## src/mfs_pkg.sv

```systemverilog
// Package of constants for the modem format/sync configuration block.
// Assumes one 40 MHz clock and an active-low asynchronous reset.
// Overview of operation
// - Bit 7 bypasses the DC blocking filter
// - Host bypasses filter only at 250 kBaud or less
// - Host reprograms IF after bypassing the filter (host only sets an IF-stale status flag when bit 7 changes)
// - Bits 6:4 select modulation; reserved codes forbidden
// - Host never combines Manchester with 4-FSK
// - Bit 3 enables Manchester; host clears when illegal (host refuses the whole write and sets the refused flag instead)
// - Qualifier 0 or 4: no preamble/sync detection
// - Qualifier 1 or 5: 15 of 16 bits
// - Qualifier 2 or 6: all 16 bits
// - Qualifier 3 or 7: 30 of 32 bits
// - Qualifiers 4 to 7 also need carrier sense
package mfs_pkg;
    localparam logic [7:0] MFS_CFG_ADDR = 8'h12;
    localparam logic [7:0] MFS_CFG_RESET = 8'h02;
    localparam int MFS_BYPASS_BIT = 7;
    localparam int MFS_MOD_LSB = 4;
    localparam int MFS_MANCH_BIT = 3;
    localparam int MFS_SYNC_LSB = 0;
    localparam int MFS_BYPASS_MAX_KBAUD = 250;
    localparam logic [2:0] MFS_MOD_2FSK = 3'h0;
    localparam logic [2:0] MFS_MOD_GFSK = 3'h1;
    localparam logic [2:0] MFS_MOD_OOK = 3'h3;
    localparam logic [2:0] MFS_MOD_4FSK = 3'h4;
    localparam logic [4:0] MFS_TOL16 = 5'h0F;
    localparam logic [5:0] MFS_TOL32 = 6'h1E;
    localparam logic [7:0] MFS_WB_CTRL = 8'h00;
    localparam logic [7:0] MFS_WB_DATA = 8'h04;
    localparam logic [7:0] MFS_WB_STAT = 8'h08;
endpackage : mfs_pkg

```

## src/mfs_if.sv

```systemverilog
// Serial-free parallel configuration port between host and modem.
// Assumes both ends share clk_i.
`timescale 1ns/1ps
interface mfs_if;
    logic wr_en;
    logic [7:0] wr_data;
    logic [7:0] rd_data;
    modport dev (input wr_en, input wr_data, output rd_data);
    modport host (output wr_en, output wr_data, input rd_data);
endinterface : mfs_if

```

## src/mfs_sync_match.sv

```systemverilog
// Sync word comparator with bit-error tolerance.
// Assumes rx_bit_i is already synchronised to clk_i.
`timescale 1ns/1ps
module mfs_sync_match (
    input wire logic clk_i,
    input wire logic rst_b_i,
    input wire logic rx_bit_i,
    input wire logic rx_valid_i,
    input wire logic [15:0] sync_word_i,
    input wire logic [2:0] sync_mode_i,
    input wire logic carrier_i,
    output logic found_o
);
    logic [31:0] shift_q;
    logic [5:0] m16;
    logic [5:0] m32;
    logic [31:0] want;
    logic hit;
    // Shift received bits in
    always_ff @(posedge clk_i or negedge rst_b_i) begin
        if (!rst_b_i) begin
            shift_q <= 32'h0000_0000;
        end else if (rx_valid_i) begin
            shift_q <= {shift_q[30:0], rx_bit_i};
        end
    end
    // Count matching bits; 32-bit word is the 16-bit word twice
    always_comb begin
        want = {sync_word_i, sync_word_i};
        m16 = 6'h00;
        m32 = 6'h00;
        for (int i = 0; i < 32; i++) begin
            if (shift_q[i] == want[i]) begin
                m32 = m32 + 6'h01;
                if (i < 16) begin
                    m16 = m16 + 6'h01;
                end
            end
        end
    end
    // Qualifier decode
    always_comb begin
        unique case (sync_mode_i[1:0])
            2'h0: hit = sync_mode_i[2];
            2'h1: hit = m16 >= {1'b0, mfs_pkg::MFS_TOL16};
            2'h2: hit = m16 == 6'h10;
            2'h3: hit = m32 >= mfs_pkg::MFS_TOL32;
        endcase
    end
    // Carrier gating for upper qualifiers; registered result
    always_ff @(posedge clk_i or negedge rst_b_i) begin
        if (!rst_b_i) begin
            found_o <= 1'b0;
        end else begin
            found_o <= hit && (!sync_mode_i[2] || carrier_i);
        end
    end
endmodule : mfs_sync_match

```

## src/mfs_dev.sv

```systemverilog
// Device end: configuration register and the datapath controls it steers.
// Assumes host writes through mfs_if; rx inputs are asynchronous pins.
`timescale 1ns/1ps
module mfs_dev (
    input wire logic clk_i,
    input wire logic rst_b_i,
    mfs_if.dev cfg,
    input wire logic rx_bit_i,
    input wire logic rx_valid_i,
    input wire logic carrier_i,
    input wire logic tx_bit_i,
    input wire logic [15:0] sync_word_i,
    output logic dc_filter_bypass_o,
    output logic [2:0] modulation_select_o,
    output logic manchester_en_o,
    output logic tx_chip_o,
    output logic sync_found_o
);
    logic [7:0] cfg_q;
    logic [2:0] rx_bit_s;
    logic [2:0] rx_val_s;
    logic [1:0] cs_s;
    logic rx_strobe;
    logic rx_chip_q;
    logic first_chip_q;
    logic match_bit;
    logic match_vld;
    logic half_q;
    logic found;
    // Configuration register, reads back as written
    always_ff @(posedge clk_i or negedge rst_b_i) begin
        if (!rst_b_i) begin
            cfg_q <= mfs_pkg::MFS_CFG_RESET;
        end else if (cfg.wr_en) begin
            cfg_q <= cfg.wr_data;
        end
    end
    assign cfg.rd_data = cfg_q;
    // Register-driven datapath controls
    always_ff @(posedge clk_i or negedge rst_b_i) begin
        if (!rst_b_i) begin
            dc_filter_bypass_o <= 1'b0;
            modulation_select_o <= mfs_pkg::MFS_MOD_2FSK;
            manchester_en_o <= 1'b0;
        end else begin
            dc_filter_bypass_o <= cfg_q[mfs_pkg::MFS_BYPASS_BIT];
            modulation_select_o <= cfg_q[mfs_pkg::MFS_MOD_LSB +: 3];
            manchester_en_o <= cfg_q[mfs_pkg::MFS_MANCH_BIT];
        end
    end
    // Two-flop synchronisers for pins; third stage for edge use
    always_ff @(posedge clk_i or negedge rst_b_i) begin
        if (!rst_b_i) begin
            rx_bit_s <= 3'h0;
            rx_val_s <= 3'h0;
            cs_s <= 2'h0;
        end else begin
            rx_bit_s <= {rx_bit_s[1:0], rx_bit_i};
            rx_val_s <= {rx_val_s[1:0], rx_valid_i};
            cs_s <= {cs_s[0], carrier_i};
        end
    end
    // Manchester: two chips per bit, decode takes first chip
    always_ff @(posedge clk_i or negedge rst_b_i) begin
        if (!rst_b_i) begin
            half_q <= 1'b0;
            tx_chip_o <= 1'b0;
        end else begin
            half_q <= manchester_en_o ? ~half_q : 1'b0;
            tx_chip_o <= manchester_en_o ? (tx_bit_i ^ half_q) : tx_bit_i;
        end
    end
    // Raw strobe on the rising edge of the synchronised valid pin
    assign rx_strobe = rx_val_s[1] & ~rx_val_s[2];
    // Manchester pairs count from enable; a lost chip slips the pairing
    always_ff @(posedge clk_i or negedge rst_b_i) begin
        if (!rst_b_i) begin
            rx_chip_q <= 1'b0;
            first_chip_q <= 1'b0;
        end else if (!manchester_en_o) begin
            rx_chip_q <= 1'b0;
        end else if (rx_strobe) begin
            rx_chip_q <= ~rx_chip_q;
            first_chip_q <= rx_bit_s[1];
        end
    end
    // First chip carries the bit; the second chip closes the pair
    assign match_bit = manchester_en_o ? first_chip_q : rx_bit_s[1];
    assign match_vld = rx_strobe & (!manchester_en_o || rx_chip_q);
    mfs_sync_match u_match (
        .clk_i(clk_i),
        .rst_b_i(rst_b_i),
        .rx_bit_i(match_bit),
        .rx_valid_i(match_vld),
        .sync_word_i(sync_word_i),
        .sync_mode_i(cfg_q[mfs_pkg::MFS_SYNC_LSB +: 3]),
        .carrier_i(cs_s[1]),
        .found_o(found)
    );
    // Output register
    always_ff @(posedge clk_i or negedge rst_b_i) begin
        if (!rst_b_i) begin
            sync_found_o <= 1'b0;
        end else begin
            sync_found_o <= found;
        end
    end
endmodule : mfs_dev

```

## src/flat_wrapper.sv

```systemverilog
// flat-port wrapper written by rule: the top's interface ports become plain ports
module mfs_dev_flat 
  (clk_i, rst_b_i, rx_bit_i, rx_valid_i, carrier_i, tx_bit_i, sync_word_i, dc_filter_bypass_o, modulation_select_o, manchester_en_o, tx_chip_o, sync_found_o, cfg_wr_en, cfg_wr_data, cfg_rd_data);
  mfs_if cfg_i ();
  input wire logic clk_i;
  input wire logic rst_b_i;
  input wire logic rx_bit_i;
  input wire logic rx_valid_i;
  input wire logic carrier_i;
  input wire logic tx_bit_i;
  input wire logic [15:0] sync_word_i;
  output logic dc_filter_bypass_o;
  output logic [2:0] modulation_select_o;
  output logic manchester_en_o;
  output logic tx_chip_o;
  output logic sync_found_o;
  input wire logic [$bits(cfg_i.wr_en)-1:0] cfg_wr_en;
  input wire logic [$bits(cfg_i.wr_data)-1:0] cfg_wr_data;
  output wire logic [$bits(cfg_i.rd_data)-1:0] cfg_rd_data;
  assign cfg_i.wr_en = cfg_wr_en;
  assign cfg_i.wr_data = cfg_wr_data;
  assign cfg_rd_data = cfg_i.rd_data;
  mfs_dev u_core (.clk_i(clk_i), .rst_b_i(rst_b_i), .cfg(cfg_i), .rx_bit_i(rx_bit_i), .rx_valid_i(rx_valid_i), .carrier_i(carrier_i), .tx_bit_i(tx_bit_i), .sync_word_i(sync_word_i), .dc_filter_bypass_o(dc_filter_bypass_o), .modulation_select_o(modulation_select_o), .manchester_en_o(manchester_en_o), .tx_chip_o(tx_chip_o), .sync_found_o(sync_found_o));
endmodule
```

## config.mk

```make
export PLATFORM = sky130hd
export DESIGN_NAME = mfs_dev_flat
export DESIGN_NICKNAME = d
export VERILOG_FILES = /design/src/mfs_pkg.sv /design/src/mfs_if.sv /design/src/mfs_sync_match.sv /design/src/mfs_dev.sv /design/src/flat_wrapper.sv
export SDC_FILE = /design/constraint.sdc
export NUM_CORES = 1
export LEC_CHECK = 0
export BUFFER_PORTS_ARGS = -buffer_cell sky130_fd_sc_hd__buf_2
export CORE_MARGIN = 3
export CORE_UTILIZATION = 40
export CTS_BUF_LIST = sky130_fd_sc_hd__clkbuf_8
export CTS_CLUSTER_DIAMETER = 40
export DETAILED_ROUTE_END_ITERATION = 6
export GPL_TIMING_DRIVEN = 0
export SYNTH_ARGS = -nofsm -noshare
export SYNTH_HDL_FRONTEND = slang
export SYNTH_HIERARCHICAL = 1
export SYNTH_SLANG_ARGS = --single-unit
```

## constraint.sdc

```tcl
create_clock -name clk_i -period 15.05 [get_ports clk_i]
set_input_delay 1.505 -clock clk_i [delete_from_list [all_inputs] [get_ports clk_i]]
set_output_delay 1.505 -clock clk_i [all_outputs]
set_load 0.01 [all_outputs]
```

# Word-level counts from Yosys, hierarchy flattened

Index checks and enable logic that the tools add are counted.

Add/sub/neg operators: 31
$mul: 0
Divide/modulo/power cells: 0
Magnitude comparators: 2
Eq/ne operators: 37
Shift operators: 0
Muxes and demuxes: 38
Bitwise gates (word level): 6
Reduce and logical (&&, ||, !) cells: 7

Operators with widths:

| operator                                                                            | count |
|---|---|
| 6-bit by 1-bit adder with 6-bit output, second input constant                       | 31 |
| 6-bit 2-to-1 mux                                                                    | 31 |
| 1-bit == test                                                                       | 32 |
| 6-bit by 5-bit == test with 1-bit output, second input constant                     | 1 |
| 6-bit by 4-bit greater-or-equal comparator with 1-bit output, second input constant | 1 |
| 6-bit by 5-bit greater-or-equal comparator with 1-bit output, second input constant | 1 |
| 1-bit 2-to-1 mux                                                                    | 6 |
| 2-bit == test, second input constant                                                | 2 |
| 1-bit one-hot mux with 4 select lines                                               | 1 |
| 1-bit NOT                                                                           | 3 |
| 1-bit bitwise AND                                                                   | 2 |
| 2-bit by 1-bit == test with 1-bit output, second input constant                     | 1 |
| 1-bit logical NOT                                                                   | 2 |
| 2-bit logical NOT                                                                   | 1 |
| 1-bit logical OR                                                                    | 2 |
| 2-bit inequality test, second input constant                                        | 1 |
| 2-bit AND reduction                                                                 | 1 |
| 1-bit logical AND                                                                   | 1 |
| 1-bit bitwise XOR                                                                   | 1 |

Flip-flop bits (word level): 58
Bits in latches: 0
Memory bits (writable): 0
ROM bits: 0
Bits of input ports: 31
Word-level logic and storage cells: 135
Memories kept: 0

# Logic depth before layout (Yosys ltp)

Depth after elaboration: 67
Mapped depth: 96
Gate-level depth less buffers: 96

# Hierarchy

The synthesis kept the hierarchy.

By module, submodules not included:

| module         | times used | cells each | area each (um^2) |
|---|---|---|---|
| mfs_sync_match | 1          | 761        | 6277.3 |
| mfs_dev        | 1          | 45         | 813.3 |

# Worst setup path before layout

OpenSTA, ideal clock, no wires.

Kind: input to register
From: input port sync_word_i[1]
To: register u_core.u_match.found_o
Library setup time: 130 ps
Arrival time: 16271 ps
Required time: 14920 ps
Slack: -1350 ps
Stages: 92
Buffers on the path: 0
Path through: xor2_1 > inv_1 > ha_1 > xnor3_2 > ha_1 > nor2_1 > a21o_1 > xnor2_1 > mux2i_1 > ha_1 > nand2_1 > o221ai_1 > xnor2_1 > a21oi_1 > ha_1 > nand2_1 > o21ai_0 > o21a_1 > (+56 left out) > xnor2_1 > a2bb2oi_1 > ha_1 > o22ai_1 > inv_1 > ha_1 > nand2_1 > o21ai_0 > ha_1 > xor2_1 > xnor2_1 > nand3_1 > a21oi_1 > o21ai_0 > o21ai_0 > nor2b_1 > mux2i_1 > o22ai_1

Word-level cells in the longest chain between the ends: 65
Elaborated cells on any way between the ends: 68

Ends and longest elaborated chain:

| element                                                      | RTL line                                   | RTL |
|---|---|---|
| start: declaration                                           | flat_wrapper.sv:11                         | `input wire logic [15:0] sync_word_i;` |
| 1-bit == test                                                | mfs_sync_match.sv:33                       | `if (shift_q[i] == want[i]) begin` |
| 6-bit 2-to-1 mux                                             | mfs_sync_match.sv:33                       |  |
| 6-bit by 1-bit adder with 6-bit output                       | mfs_sync_match.sv:34, mfs_sync_match.sv:36 |  |
| 6-bit 2-to-1 mux                                             | mfs_sync_match.sv:33                       |  |
| 6-bit by 1-bit adder with 6-bit output                       | mfs_sync_match.sv:34, mfs_sync_match.sv:36 |  |
| 6-bit 2-to-1 mux                                             | mfs_sync_match.sv:33                       |  |
| 6-bit by 1-bit adder with 6-bit output                       | mfs_sync_match.sv:34, mfs_sync_match.sv:36 |  |
| 6-bit 2-to-1 mux                                             | mfs_sync_match.sv:33                       |  |
| (+49 left out)                                               | -                                          |  |
| 6-bit 2-to-1 mux                                             | mfs_sync_match.sv:33                       |  |
| 6-bit by 1-bit adder with 6-bit output                       | mfs_sync_match.sv:34                       | `m32 = m32 + 6'h01;` |
| 6-bit 2-to-1 mux                                             | mfs_sync_match.sv:33                       |  |
| 6-bit by 1-bit adder with 6-bit output                       | mfs_sync_match.sv:34                       |  |
| 6-bit 2-to-1 mux                                             | mfs_sync_match.sv:33                       |  |
| 6-bit by 5-bit greater-or-equal comparator with 1-bit output | mfs_sync_match.sv:47                       | `2'h3: hit = m32 >= mfs_pkg::MFS_TOL32;` |
| 1-bit one-hot mux with 4 select lines (*)                    | mfs_sync_match.sv:43                       | `unique case (sync_mode_i[1:0])` |
| 1-bit logical AND (*)                                        | mfs_sync_match.sv:55                       | `found_o <= hit && (!sync_mode_i[2] \|\| carrier_i);` |
| end signal: assignment                                       | mfs_sync_match.sv:55                       |  |
| end: declaration                                             | mfs_sync_match.sv:12                       | `output logic found_o` |

Mark *: on every way between the ends. The rest lies on a longest branch, timed or not.
A chain may end at the register's enable or synchronous reset.

# Worst setup path after layout

Ends and elaborated chain as after synthesis.

==> results by group <==
Routing
  • DR pass1 iterations: 5
  • WL/cell: 15.6 µm
  • Post-DR vias/cell: 5.29
  • Via count: 6360
  • Post-route ant nets: 0
  • Detailed Route Iter0 Violations: 425
  • # DRC: 0
  • Routed wire length: 18800 µm

Global route
  • Initial antenna violation count: 1
  • Largest net degree at the start of global routing: 59
  • GRT Resource Usage Total: 0.186
  • Grt ovf: 0
  • Number of global-route vias before repair: 6214
  • First-pass GRT wire length: 30300 µm

Synth
  • Synth warn: 6
  • Cell variety after synth: 79
  • Sequential area share after synthesis: 0.205
  • Mapped cell area: 7090 µm²
  • Syn Nets: 869
  • Dominant synthesized flop cell: dfrtp_1
  • Syn_area_per_cell: 8.80 µm²
  • FFs w/ async S/R, synth: 1.00
  • #FFs+latches synth: 58
  • Syn Inst Count: 806
  • Post-synth EDFFs: 0

Layout
  • Area delta synth->final: 30.2%
  • Register area: 1450 µm²
  • Most common cell after layout, fill and taps aside: buf_4
  • Share of cells above drive strength 1: 0.353
  • Antenna Cells: 0
  • Area of the multi-input gates: 6070 µm²
  • Most frequent cells in the layout: 112 x buf_4, 105 x xnor2_1, 66 x nand2_1, 57 x dfrtp_1, 53 x nor2_1
  • # fillers: 1593
  • NumNets Final: 1036

Hold path
  • Hold crit path type: flip-flop to flip-flop
  • Hold_sp: u_core/u_match/found_o
  • Hold path endpoint: u_core/sync_found_o
  • WHS Path Cells: 0

Floorplanning
  • Starting Density: 0.410
  • Die Ht: 139 µm
  • Core footprint: 17300 µm²
  • Die width: 139 µm
  • Num ports: 46
  • Std-Cell Rows: 48
  • Die area: 19400 µm²

Clock tree
  • H-tree levels: 3
  • Root buf cell: clkbuf_8
  • Hold_buf cts: 0
  • CTS tree: yes
  • # clock sinks: 58
  • CTS max path bufs: 2
  • TritonCTS Buffers: 9
  • Clk Latency, worst-skew pair: 0.33 ns
  • Clock transition at path regs: 0.07 ns

STA
  • Final Setup Violations: 1
  • Ratio of final minimum period to clock period: 1.12
  • Worst Tran Pin Value: 0.948 ns
  • Minimum clock period: 16.85 ns
  • Final hold viol count: 0
  • Achievable Freq: 59.4 MHz
  • Layout Skew: 0.00614 ns
  • RSZ-0062 raised after global routing: yes
  • Worst setup margin: -1.80 ns
  • Pins Over Slew Limit: 0
  • Relative slew slack: 0.351

Worst setup path
  • Reg2Reg Depth: 97
  • Worst EP required: 15.26 ns
  • CP max FO: 7
  • R2R setup slack: -1.04 ns
  • Crit path DAT: 17.05 ns
  • CP Capture Type: flip-flop
  • Crit path top cell by count: buf_4
  • Reg2Reg Launch Point: u_core/u_match/shift_q[1]
  • CP max stage delay: 0.40 ns
  • Worst r2r dst: u_core/u_match/found_o
  • Critical path's slowest cell: mux2_2
  • CP startpoint kind: primary input
  • Crit Path Category: primary input to flip-flop

Place
  • I/O Buffers: 43
  • DPL Wire Length: 13300 µm
  • Setup WS pre-CTS: -2.93 ns
  • Placer congestion estimate: 0.828

Job
  • Max cap viols: 0

Outcome
  • Violated checks: setup timing
  • Status: finished with violations
## flip-flops by register name, indices dropped and copies added (netlist names)
name	cells
u_core/dc_filter_bypass_o	1
u_core/cs_s	2
u_core/rx_chip_q	1
u_core/u_match/found_o	1
u_core/rx_val_s	3
u_core/modulation_select_o	3
u_core/sync_found_o	1
u_core/half_q	1
u_core/first_chip_q	1
u_core/u_match/shift_q	32
u_core/manchester_en_o	1
u_core/cfg.rd_data	8
u_core/tx_chip_o	1
u_core/rx_bit_s	2
## per-stage QoR
step	area, µm²	TNS [ns]	utilization	std cells	hold slack [ns]
2_1_floorplan	7320	-0.658	-	806	0.331
3_3_place_gp	7820	-2.86	0.452	1074	0.332
3_5_place_dp	7820	-2.93	0.452	1074	0.335
4_1_cts	8790	-1.20	0.508	1181	0.352
5_1_grt	9240	-2.56	0.534	1203	0.357
6_report	9240	-1.80	0.534	1203	0.349
## routing by layer
metal  global-route usage  vias to the layer above  part of all wire
li1                     -                     3209                 -
met2                0.308                      136              0.47
met3               0.0334                       30             0.038
met1                0.252                     2983              0.47
met4               0.0489                        2             0.016
met5                    0                        -           0.00048
## layout make-up
| cell class | count | share of cell area |
|---|---|---|
| Clock buffer | 10 | 0.0149 |
| Sequential cell | 58 | 0.157 |
| Multi-Input combinational cell | 705 | 0.657 |
| Tap cell | 225 | 0.0305 |
| Clock inverter | 6 | 0.00366 |
| Timing Repair Buffer | 156 | 0.119 |
| Inverter | 29 | 0.0121 |
| Buffer | 14 | 0.00596 |
## cell usage after synthesis, types with 9 or more instances
library cell	instances	share of area
xnor2_1	119	0.15
o22ai_1	11	0.0097
inv_1	21	0.011
nor2_1	59	0.031
nand3_1	33	0.023
nor3_1	10	0.0071
o21ai_0	21	0.015
clkbuf_1	9	0.0048
dfrtp_1	57	0.20
nand2_1	77	0.041
ha_1	32	0.056
a21oi_1	47	0.033
xor2_1	54	0.067
mux2i_1	15	0.021
nand2b_1	9	0.0079
mux2_2	44	0.070
## critical path: cells and delay by family
kind,cells,cell delay (ns)
buffers and inverters,38,4.75
multiplexers,4,0.96
XOR/XNOR,12,2.44
AND/OR/NAND/NOR,16,1.68
AO/OA/AOI/OAI,18,2.69
adder cells (fa/ha/maj),10,3.04
## timing repair
item,in CTS,in global routing
pin swaps,52,64
buffers inserted,91,23
endpoints found under the setup margin,1,1
resized for setup,26,50
## how the worst max path moves through the flow
stage | slack [ns] | end | depth (start not counted) | start
CTS | -1.20 | u_core/u_match/found_o | 94 | sync_word_i[1]
global route | -2.56 | u_core/u_match/found_o | 96 | sync_word_i[1]
finish | -1.80 | u_core/u_match/found_o | 98 | sync_word_i[1]
floorplan | -0.66 | u_core/u_match/found_o | 93 | sync_word_i[1]
detailed placement | -2.93 | u_core/u_match/found_o | 94 | sync_word_i[1]
global placement | -2.86 | u_core/u_match/found_o | 94 | sync_word_i[1]
## cells by family (layout without fill, tap and decap cells)
logic type	count (synthesis)	after routing	synth area share
xor gates and xnor gates	200	200	0.294
muxes	61	61	0.0948
DFF	58	58	0.205
AOI/OAI and AO/OA	174	174	0.167
and+or+nand+nor	238	238	0.160
adders and majority gates	32	32	0.0565
buffers and inverters	43	215	0.0235
Power is left out: the tool's default activity adds up to more than one toggle a clock period on the data nets, which glitch-free logic cannot reach.
